File: config.mk
export PLATFORM = sky130hd
export DESIGN_NAME = ccr_command_config
export DESIGN_NICKNAME = d
export VERILOG_FILES = /design/src/verilog/ccr_pkg.sv /design/src/verilog/ccr_command_config.sv
export SDC_FILE = /design/constraint.sdc
export NUM_CORES = 1
export LEC_CHECK = 0
export ABC_AREA = 1
export BUFFER_PORTS_ARGS = -buffer_cell sky130_fd_sc_hd__buf_2
export CAP_MARGIN = 20
export CORE_MARGIN = 1
export CORE_UTILIZATION = 42
export DETAILED_ROUTE_END_ITERATION = 10
export MAX_ROUTING_LAYER = met4
export PLACE_DENSITY = 0.8
export SLEW_MARGIN = 40
export SYNTH_ARGS = -nofsm -noshare
export SYNTH_HDL_FRONTEND = slang
export SYNTH_SLANG_ARGS = --single-unit
File: constraint.sdc
create_clock -name sys_clk_i -period 1.65 [get_ports sys_clk_i]
set_input_delay 0 -clock sys_clk_i [delete_from_list [all_inputs] [get_ports sys_clk_i]]
set_output_delay 0 -clock sys_clk_i [all_outputs]
set_load 0.02 [all_outputs]
File: src/verilog/ccr_pkg.sv
// Constants, carriers and state types of the command behaviour config block.
package ccr_pkg;

  localparam logic [7:0]  CCR_OP_REG_READ     = 8'h65;
  localparam logic [7:0]  CCR_OP_REG_WRITE    = 8'h71;
  localparam logic [7:0]  CCR_OP_LEGACY_RESET = 8'hF0;
  localparam logic [7:0]  CCR_OP_RESET_ENABLE = 8'h66;
  localparam logic [7:0]  CCR_OP_RESET        = 8'h99;

  // Register addresses seen by the generic register commands.
  localparam logic [31:0] CCR_ADDR_BOOT       = 32'h0000_0004;
  localparam logic [31:0] CCR_ADDR_LIVE       = 32'h0080_0004;

  localparam int          CCR_BIT_BLANK_CHECK = 5;
  localparam int          CCR_BIT_PAGE_WRAP   = 4;
  localparam int          CCR_BIT_SMALL_SECT  = 3;
  localparam int          CCR_BIT_LEGACY_RST  = 0;

  localparam logic [7:0]  CCR_BOOT_WR_MASK    = 8'h39;
  localparam logic [7:0]  CCR_LIVE_WR_MASK    = 8'h31;
  localparam logic [7:0]  CCR_RESERVED_MASK   = 8'hC6;
  localparam logic [7:0]  CCR_FACTORY_VALUE   = 8'h00;
  localparam logic [7:0]  CCR_UNMAPPED_VALUE  = 8'h00;

  localparam logic [1:0]  CCR_ERASE_PARAM     = 2'h0;
  localparam logic [1:0]  CCR_ERASE_SECTOR    = 2'h1;
  localparam logic [1:0]  CCR_ERASE_BULK      = 2'h2;

  localparam logic [31:0] CCR_BLANK_WORD      = 32'hFFFF_FFFF;
  localparam logic [8:0]  CCR_WRAP256_MASK    = 9'h0FF;
  localparam logic [8:0]  CCR_ADDR_RESET      = 9'h000;

  typedef struct packed {
    logic        valid;
    logic [7:0]  op;
    logic [31:0] addr;
    logic [7:0]  wdata;
  } ccr_cmd_t;

  typedef struct packed {
    logic blank_check_enable;
    logic page_wrap_select;
    logic small_sector_disable;
    logic legacy_reset_enable;
  } ccr_cfg_t;

  typedef enum logic [2:0] {
    CCR_IDLE   = 3'b001,
    CCR_STATUS = 3'b010,
    CCR_BLANK  = 3'b100
  } ccr_fsm_t;

  typedef struct packed {
    logic [7:0] boot;
    logic [7:0] live;
    logic       armed;
    logic [7:0] rd_data;
    logic       rd_valid;
    logic       sw_reset;
    ccr_fsm_t   fsm;
    logic       erase_start;
    logic       erase_skip;
    logic       erase_reject;
    logic       blank_rd;
    logic [8:0] buf_addr;
  } ccr_state_t;

  localparam ccr_state_t CCR_STATE_RESET = '{
    boot:         CCR_FACTORY_VALUE,
    live:         CCR_FACTORY_VALUE,
    armed:        1'b0,
    rd_data:      CCR_UNMAPPED_VALUE,
    rd_valid:     1'b0,
    sw_reset:     1'b0,
    fsm:          CCR_IDLE,
    erase_start:  1'b0,
    erase_skip:   1'b0,
    erase_reject: 1'b0,
    blank_rd:     1'b0,
    buf_addr:     CCR_ADDR_RESET
  };

endpackage

File: src/verilog/ccr_command_config.sv
// Command behaviour configuration register pair with erase blank check.
`timescale 1ns/1ns

// Operation
// - Both copies are reached only by generic register read and write.
// - Power-on, hardware or software reset copies boot bits into live.
// - Boot bits may flip once from factory state, never back.
// - Bits 7,6,2,1 reserved; factory boot value is all zero.
// - Bit 5 enables blank check for erase commands.
// - Blank check: failed previous erase means erase unconditionally.
// - Previous erase good: read sector, erase on first programmed zero.
// - No programmed zero found: skip erase and complete the command.
// - Blank check covers parameter, sector and bulk erase.
// - Blank check off: every erase but a rejected parameter erase starts unconditionally.
// - Bit 4 selects page buffer wrap at 512 (one) or 256 (zero).
// - 256 wrap folds load addresses past 255 back to zero.
// - Bit 3 set removes 4 KB parameter sectors; clear keeps hybrid map.
// - Parameter sectors overlay top or bottom 32 KB, or vanish.
// - Live sector-map bit is read-only; changes only via boot bit.
// - Bit 0 gates the single-byte legacy software reset.
// - The enable-then-reset pair always resets the device.
module ccr_command_config (
  input  wire logic              sys_clk_i,
  input  wire logic              rstn_i,
  input  wire logic              hw_reset_i,
  input  wire ccr_pkg::ccr_cmd_t cmd_i,
  output logic [7:0]             rd_data_o,
  output logic                   rd_valid_o,
  output logic                   sw_reset_o,
  output ccr_pkg::ccr_cfg_t      cfg_o,
  input  wire logic              erase_req_i,
  input  wire logic [1:0]        erase_kind_i,
  input  wire logic              sector_erase_ok_i,
  output logic                   blank_rd_o,
  input  wire logic              blank_word_valid_i,
  input  wire logic [31:0]       blank_word_i,
  input  wire logic              blank_last_i,
  output logic                   erase_start_o,
  output logic                   erase_skip_o,
  output logic                   erase_reject_o,
  input  wire logic [8:0]        load_addr_i,
  output logic [8:0]             buf_addr_o
);

  ccr_pkg::ccr_state_t q;
  ccr_pkg::ccr_state_t d;

  logic cmd_read;
  logic cmd_write;
  logic cmd_legacy;
  logic cmd_pair_rst;
  logic reload;

  // Live copy as loaded from the boot copy at any reset.
  function automatic logic [7:0] boot_to_live(input logic [7:0] boot);
    boot_to_live = boot & ~ccr_pkg::CCR_RESERVED_MASK;
  endfunction

  function automatic logic hits(input ccr_pkg::ccr_cmd_t c,
                                input logic [7:0]        op);
    hits = c.valid && (c.op == op);
  endfunction

  assign cmd_read     = hits(cmd_i, ccr_pkg::CCR_OP_REG_READ);
  assign cmd_write    = hits(cmd_i, ccr_pkg::CCR_OP_REG_WRITE);
  assign cmd_legacy   = hits(cmd_i, ccr_pkg::CCR_OP_LEGACY_RESET) &&
                        q.live[ccr_pkg::CCR_BIT_LEGACY_RST];
  assign cmd_pair_rst = hits(cmd_i, ccr_pkg::CCR_OP_RESET) &&
                        q.armed;
  assign reload       = hw_reset_i || cmd_legacy || cmd_pair_rst;

  always_comb begin
    d              = q;
    d.rd_valid     = 1'b0;
    d.sw_reset     = 1'b0;
    d.erase_start  = 1'b0;
    d.erase_skip   = 1'b0;
    d.erase_reject = 1'b0;

    // Any command other than the reset enable disarms the pair.
    if (cmd_i.valid) begin
      d.armed = (cmd_i.op == ccr_pkg::CCR_OP_RESET_ENABLE);
    end

    if (cmd_read) begin
      d.rd_valid = 1'b1;
      if (cmd_i.addr == ccr_pkg::CCR_ADDR_BOOT) begin
        d.rd_data = q.boot;
      end else if (cmd_i.addr == ccr_pkg::CCR_ADDR_LIVE) begin
        d.rd_data = q.live;
      end else begin
        d.rd_data = ccr_pkg::CCR_UNMAPPED_VALUE;
      end
    end

    if (cmd_write) begin
      if (cmd_i.addr == ccr_pkg::CCR_ADDR_BOOT) begin
        // One-time bits only ever move away from the factory zero.
        d.boot = q.boot |
                 (cmd_i.wdata & ccr_pkg::CCR_BOOT_WR_MASK);
      end else if (cmd_i.addr == ccr_pkg::CCR_ADDR_LIVE) begin
        // The sector-map bit is outside the write mask.
        d.live = (q.live & ~ccr_pkg::CCR_LIVE_WR_MASK) |
                 (cmd_i.wdata & ccr_pkg::CCR_LIVE_WR_MASK);
      end
    end

    // Page buffer load address, folded at 256 when that wrap is chosen.
    if (q.live[ccr_pkg::CCR_BIT_PAGE_WRAP]) begin
      d.buf_addr = load_addr_i;
    end else begin
      d.buf_addr = load_addr_i & ccr_pkg::CCR_WRAP256_MASK;
    end

    unique case (q.fsm)
      ccr_pkg::CCR_IDLE: begin
        if (erase_req_i) begin
          if (erase_kind_i == ccr_pkg::CCR_ERASE_PARAM &&
              q.live[ccr_pkg::CCR_BIT_SMALL_SECT]) begin
            d.erase_reject = 1'b1;
          end else if (q.live[ccr_pkg::CCR_BIT_BLANK_CHECK]) begin
            d.fsm = ccr_pkg::CCR_STATUS;
          end else begin
            d.erase_start = 1'b1;
          end
        end
      end
      ccr_pkg::CCR_STATUS: begin
        if (sector_erase_ok_i) begin
          d.fsm      = ccr_pkg::CCR_BLANK;
          d.blank_rd = 1'b1;
        end else begin
          d.fsm         = ccr_pkg::CCR_IDLE;
          d.erase_start = 1'b1;
        end
      end
      ccr_pkg::CCR_BLANK: begin
        if (blank_word_valid_i) begin
          if (blank_word_i != ccr_pkg::CCR_BLANK_WORD) begin
            d.fsm         = ccr_pkg::CCR_IDLE;
            d.blank_rd    = 1'b0;
            d.erase_start = 1'b1;
          end else if (blank_last_i) begin
            d.fsm        = ccr_pkg::CCR_IDLE;
            d.blank_rd   = 1'b0;
            d.erase_skip = 1'b1;
          end
        end
      end
      default: begin
        d.fsm      = ccr_pkg::CCR_IDLE;
        d.blank_rd = 1'b0;
      end
    endcase

    // A reset reloads the live copy and abandons any erase in progress.
    if (reload) begin
      d.live         = boot_to_live(q.boot);
      d.sw_reset     = cmd_legacy || cmd_pair_rst;
      d.armed        = 1'b0;
      d.fsm          = ccr_pkg::CCR_IDLE;
      d.blank_rd     = 1'b0;
      d.erase_start  = 1'b0;
      d.erase_skip   = 1'b0;
      d.erase_reject = 1'b0;
    end
  end

  always_ff @(posedge sys_clk_i or negedge rstn_i) begin
    if (!rstn_i) begin
      q <= ccr_pkg::CCR_STATE_RESET;
    end else begin
      q <= d;
    end
  end

  assign rd_data_o      = q.rd_data;
  assign rd_valid_o     = q.rd_valid;
  assign sw_reset_o     = q.sw_reset;
  assign blank_rd_o     = q.blank_rd;
  assign erase_start_o  = q.erase_start;
  assign erase_skip_o   = q.erase_skip;
  assign erase_reject_o = q.erase_reject;
  assign buf_addr_o     = q.buf_addr;
  assign cfg_o = '{
    blank_check_enable:   q.live[ccr_pkg::CCR_BIT_BLANK_CHECK],
    page_wrap_select:     q.live[ccr_pkg::CCR_BIT_PAGE_WRAP],
    small_sector_disable: q.live[ccr_pkg::CCR_BIT_SMALL_SECT],
    legacy_reset_enable:  q.live[ccr_pkg::CCR_BIT_LEGACY_RST]
  };
endmodule // ccr_command_config

; Word level (Yosys, flattened, before mapping)
; Index checks and enable logic that the tools add are counted.
[word_totals]
reg_bits = 43
output_inout_bits = 27
[op_classes]
n_eq_ne = 19
mux = 33
bitwise = 2
n_reduce_logical = 18
[ops]
columns = operator, count
row1 = 8-bit 2-to-1 mux, 6
row2 = "32-bit by 24-bit == test with 1-bit output, second input constant", 1
row3 = "32-bit by 3-bit == test with 1-bit output, second input constant", 1
row4 = "32-bit != test, second input constant", 1
row5 = "8-bit by 7-bit == test with 1-bit output, second input constant", 3
row6 = 9-bit 2-to-1 mux, 2
row7 = "8-bit == test, second input constant", 2
row8 = 8-bit by 6-bit OR with 8-bit output, 2
row9 = 1-bit 2-to-1 mux, 15
row10 = "3-bit != test, second input constant", 5
row11 = 3-bit 2-to-1 mux, 4
row12 = 3-bit one-hot mux with 3 select lines, 1
row13 = 4-bit 2-to-1 mux, 2
row14 = 1-bit logical AND, 7
row15 = 1-bit one-hot mux with 3 select lines, 2
row16 = 2-bit nonzero test, 3
row17 = 5-bit 2-to-1 mux, 1
row18 = 5-bit AND reduction, 1
row19 = "2-bit != test, second input constant", 2
row20 = "4-bit != test, second input constant", 1
row21 = 4-bit AND reduction, 1
row22 = "3-bit by 1-bit == test with 1-bit output, second input constant", 1
row23 = "3-bit by 2-bit == test with 1-bit output, second input constant", 1
row24 = "3-bit == test, second input constant", 1
row25 = other kinds (4), 6

; Longest topological paths before layout
[logic_depth]
ltp_word = 7
mapped_depth = 11

; Worst setup path before layout
; No wires, ideal clock.
[synth_timing]
kind = register -> register
from = register q[13] (netlist name)
to = register q[13] (netlist name)
setup_time_ps = 82
arrival_ps = 1221
slack_ps = 347
stages_incl_launch_ff = 8
cell_sequence = dfstp_2 -> inv_1 -> nor3_2 -> inv_1 -> nand2_1 -> nor2_1 -> nor3_1 -> a21boi_2
[synth_between]
elab_chain_cells = 3
[synth_lines]
columns = element, line
row1 = from (decl), ccr_command_config.sv:45  ; ccr_pkg::ccr_state_t q;
row2 = from (signal assigned), ccr_command_config.sv:171  ; q <= ccr_pkg::CCR_STATE_RESET;
row3 = 3-bit == test (tied with other cells), ccr_command_config.sv:115  ; unique case (q.fsm)
row4 = 4-bit != test (no line) (tied with other cells), n/a
row5 = 5-bit AND reduction (no line) / 8-bit 2-to-1 mux (equally long branches), n/a
; Parallel ways exist; a longest one is shown, timed or not.
; A chain may end at the register's enable or synchronous reset.

; Worst setup path in the final report
; Same ends and word-level chain as after synthesis.

==> impl_metrics.tcl <==
set metrics [dict create \
    drtAntennaViolNets 0 \
    cts_max_path_buffers 2 \
    maxClockFrequency_mhz 684 \
    timing.setup.tns_ns 0 \
    cp-start-kind "flip-flop" \
    grt_first_pass_wirelength_mm 7.73 \
    vias 1933 \
    clkPwrFrac_pct 40.4 \
    ys_seq_area_share_pct 42.2 \
    maxCapViolations 0 \
    place_congestion 0.809 \
    route.detailed.drc 0 \
    final_area_um2 2690 \
    min_path_type "in -> reg" \
    cp.arrival_ns 1.67 \
    fin_worst_skew_ns 0.00468 \
    wl_mm 4.27 \
    wl_per_cell_um 9.79 \
    numClockSinks 32 \
    status "completed" \
    finalSetupViolCount 0 \
    synthesis.instances 261 \
    die_area_um2 4800 \
    syn_to_final_growth_pct 41.3 \
    grt_max_degree 33 \
    ys_warn_count 0 \
    drt_iter0_drc 44 \
    place_area_um2 2400 \
    synth_area_leaders "dfrtp_1, nand2_1, buf_4" \
    path_cells "inv_1 > nor3_2 > inv_1 > nand2_1 > nor2_1 > nor3_1 > a21boi_2" \
    worstSetupPathType "reg -> reg" \
    ys_ff_latch 32 \
    num_rows 24 \
    num_antenna_cells 0 \
    post-synth-top-count-cell "nand2_1" \
    ir_drop_v 0.000399 \
    r2r-start "q[13]" \
    htreeDepth 2 \
    rr_worst_depth 7 \
    async_reset_ff_share_pct 100 \
    first_global_vias 1905 \
    rsz0062_at_grt "no" \
    numPortBuffers 121 \
    r2r_slack_ns 0.19 \
    cpPeakStageDelay_ns 0.54 \
    layout.nets 482 \
    io_pins 126 \
    synthTopCellsByCount "nand2_1, nor2_1, inv_1" \
    vias_per_cell 4.43 \
    grt.total_usage_pct 20.4 \
    antenna_found_initial 0 \
    powerDensity_nw_per_um2 748 \
    fp.dieH_um 69.3 \
    synthFlopType "dfrtp_1" \
    swShare_pct 24.2 \
    cts.clk_slew.worst_paths_ns 0.07 \
    cp_max_fo 4 \
    layout_setup_ws_ns 0.189 \
    coreArea_um2 4350 \
    relSlewSlack_pct 52.8 \
    synthesis.nets 360 \
    synth_edf_count 0 \
    cp-end-kind "flip-flop" \
    min_path_cells 2 \
    ys_types 28 \
    drive_gt1_share_pct 37.2 \
    yosys.area.top_type_share_pct 40.8 \
    die_w_um 69.3 \
    cts_tree "yes" \
    initial_core_util_pct 43.6 \
    power_uw 2010 \
    worstMarginPinSlew_ns 0.708 \
    syn_area_per_cell_um2 7.28 \
    first_pass_iters 5 \
    cts_root_buf "clkbuf_8" \
    synth.largest_area_cell "dfrtp_1" \
    cpMostUsedCell "inv_1" \
    seqPwrFrac_pct 41.7 \
    syn_area_um2 1900 \
    clk_latency_ns 0.28 \
    overflow 0 \
    slew_violations 0 \
    finalCriticalPeriod_ns 1.46 \
    fin_util_pct 61.7 \
    hpwl_mm 3.35 \
    hold_start "erase_req_i" \
    fin_crit_sh_pct 88.6 \
    switchingPower_uw 485 \
    numCtsBuffers 5 \
    place_ws_ns 0.228 \
    finalHoldViolations 0 \
    holdPathEnd "erase_reject_o" \
    cpMaxStageDelayCell "dfstp_2" \
    intPower_uw 1520 \
    r2r_end "q[13]" \
    required_ns 1.86 \
    p_comb_share_pct 17.9 \
    p_leak_uw 0.00153 \
]
## kinds of logic after synthesis
logic type / count (synthesis) / synth area share, %
AO/OA/AOI/OAI: 18 / 5.60
buffers and inverters: 57 / 16.0
flip-flops: 32 / 42.2
AND/OR/NAND/NOR: 154 / 36.2
## layer usage
metal	up-vias	track usage (%)	wire, um
li1	1021	-	-
met1	828	22.7	1810
met2	82	35.5	2140
met3	2	4.94	278
met4	0	7.26	34
met5	-	-	0
## stage by stage
stage	cells	hold slack (ns)
3_5_place_dp	412	0.102
5_1_grt	436	0.00779
2_1_floorplan	261	-0.296
3_3_place_gp	412	0.0902
6_report	436	0.0198
4_1_cts	436	0.00774
## how the worst max path moves through the flow
| stage | startpoint | end | slack (ns) | cells past startpoint |
|---|---|---|---|---|
| after floorplan | q[13] | q[13] | 0.35 | 7 |
| after global placement | q[13] | q[13] | 0.25 | 7 |
| after detailed placement | q[13] | q[13] | 0.23 | 7 |
| after CTS | q[13] | q[13] | 0.19 | 7 |
| after global routing | cfg_o[0] | blank_rd_o | 0.02 | 11 |
| final | q[13] | q[13] | 0.19 | 7 |
## cells in the final DEF (no fill, tap or decap), drive strengths merged
master	n
a21boi	1
a21o	1
a21oi	2
a31oi	1
and2	1
and3	1
buf	121
bufinv	1
clkbuf	7
dfrtp	31
dfstp	1
dlygate4sd3	16
inv	35
nand2	84
nand3	14
nor2	42
nor3	6
nor3b	1
nor4	3
nor4b	1
o21ai	12
o21bai	1
or2	1
## sequential cells by signal (all words and copies together), names as in the netlist
register / count
erase_reject_o: 1
sw_reset_o: 1
rd_valid_o: 1
q: 8
rd_data_o: 5
erase_skip_o: 1
buf_addr_o: 9
cfg_o: 4
blank_rd_o: 1
erase_start_o: 1
## power by group through the flow
stage / registers [uW] / clock network [uW] / logic [uW]
2_1_floorplan: 853 / 0 / 197
3_3_place_gp: 851 / 0 / 326
3_5_place_dp: 853 / 0 / 332
4_1_cts: 838 / 838 / 362
5_1_grt: 841 / 867 / 406
6_report: 838 / 810 / 359
## critical path, delay by kind of cell, from the launching register on
| kind | cells | cell delay (ns) |
|---|---|---|
| buffers and inverters | 2 | 0.16 |
| flip-flops | 1 | 0.54 |
| AND/OR/NAND/NOR | 4 | 0.60 |
| AO/OA/AOI/OAI | 1 | 0.08 |
## final cells by class
cell class | instances | area (um2)
repair buffers | 137 | 766
inverters | 35 | 131
flip-flops and latches | 32 | 802
well taps | 52 | 65.1
multi-input cells | 172 | 795
clock buffers | 7 | 96.3
clock inverters | 1 | 30.0
fillers | 384 | 1670
## what timing repair did
item | 4_1_cts | 5_1_grt
setup buffers | 0 | 0
hold buffers | 16 | 0
setup endpoints to repair | 0 | 0
gates resized for setup | 0 | 0
hold endpoints to repair | 46 | 0
Note: power is estimated with default switching activity, not from simulation.
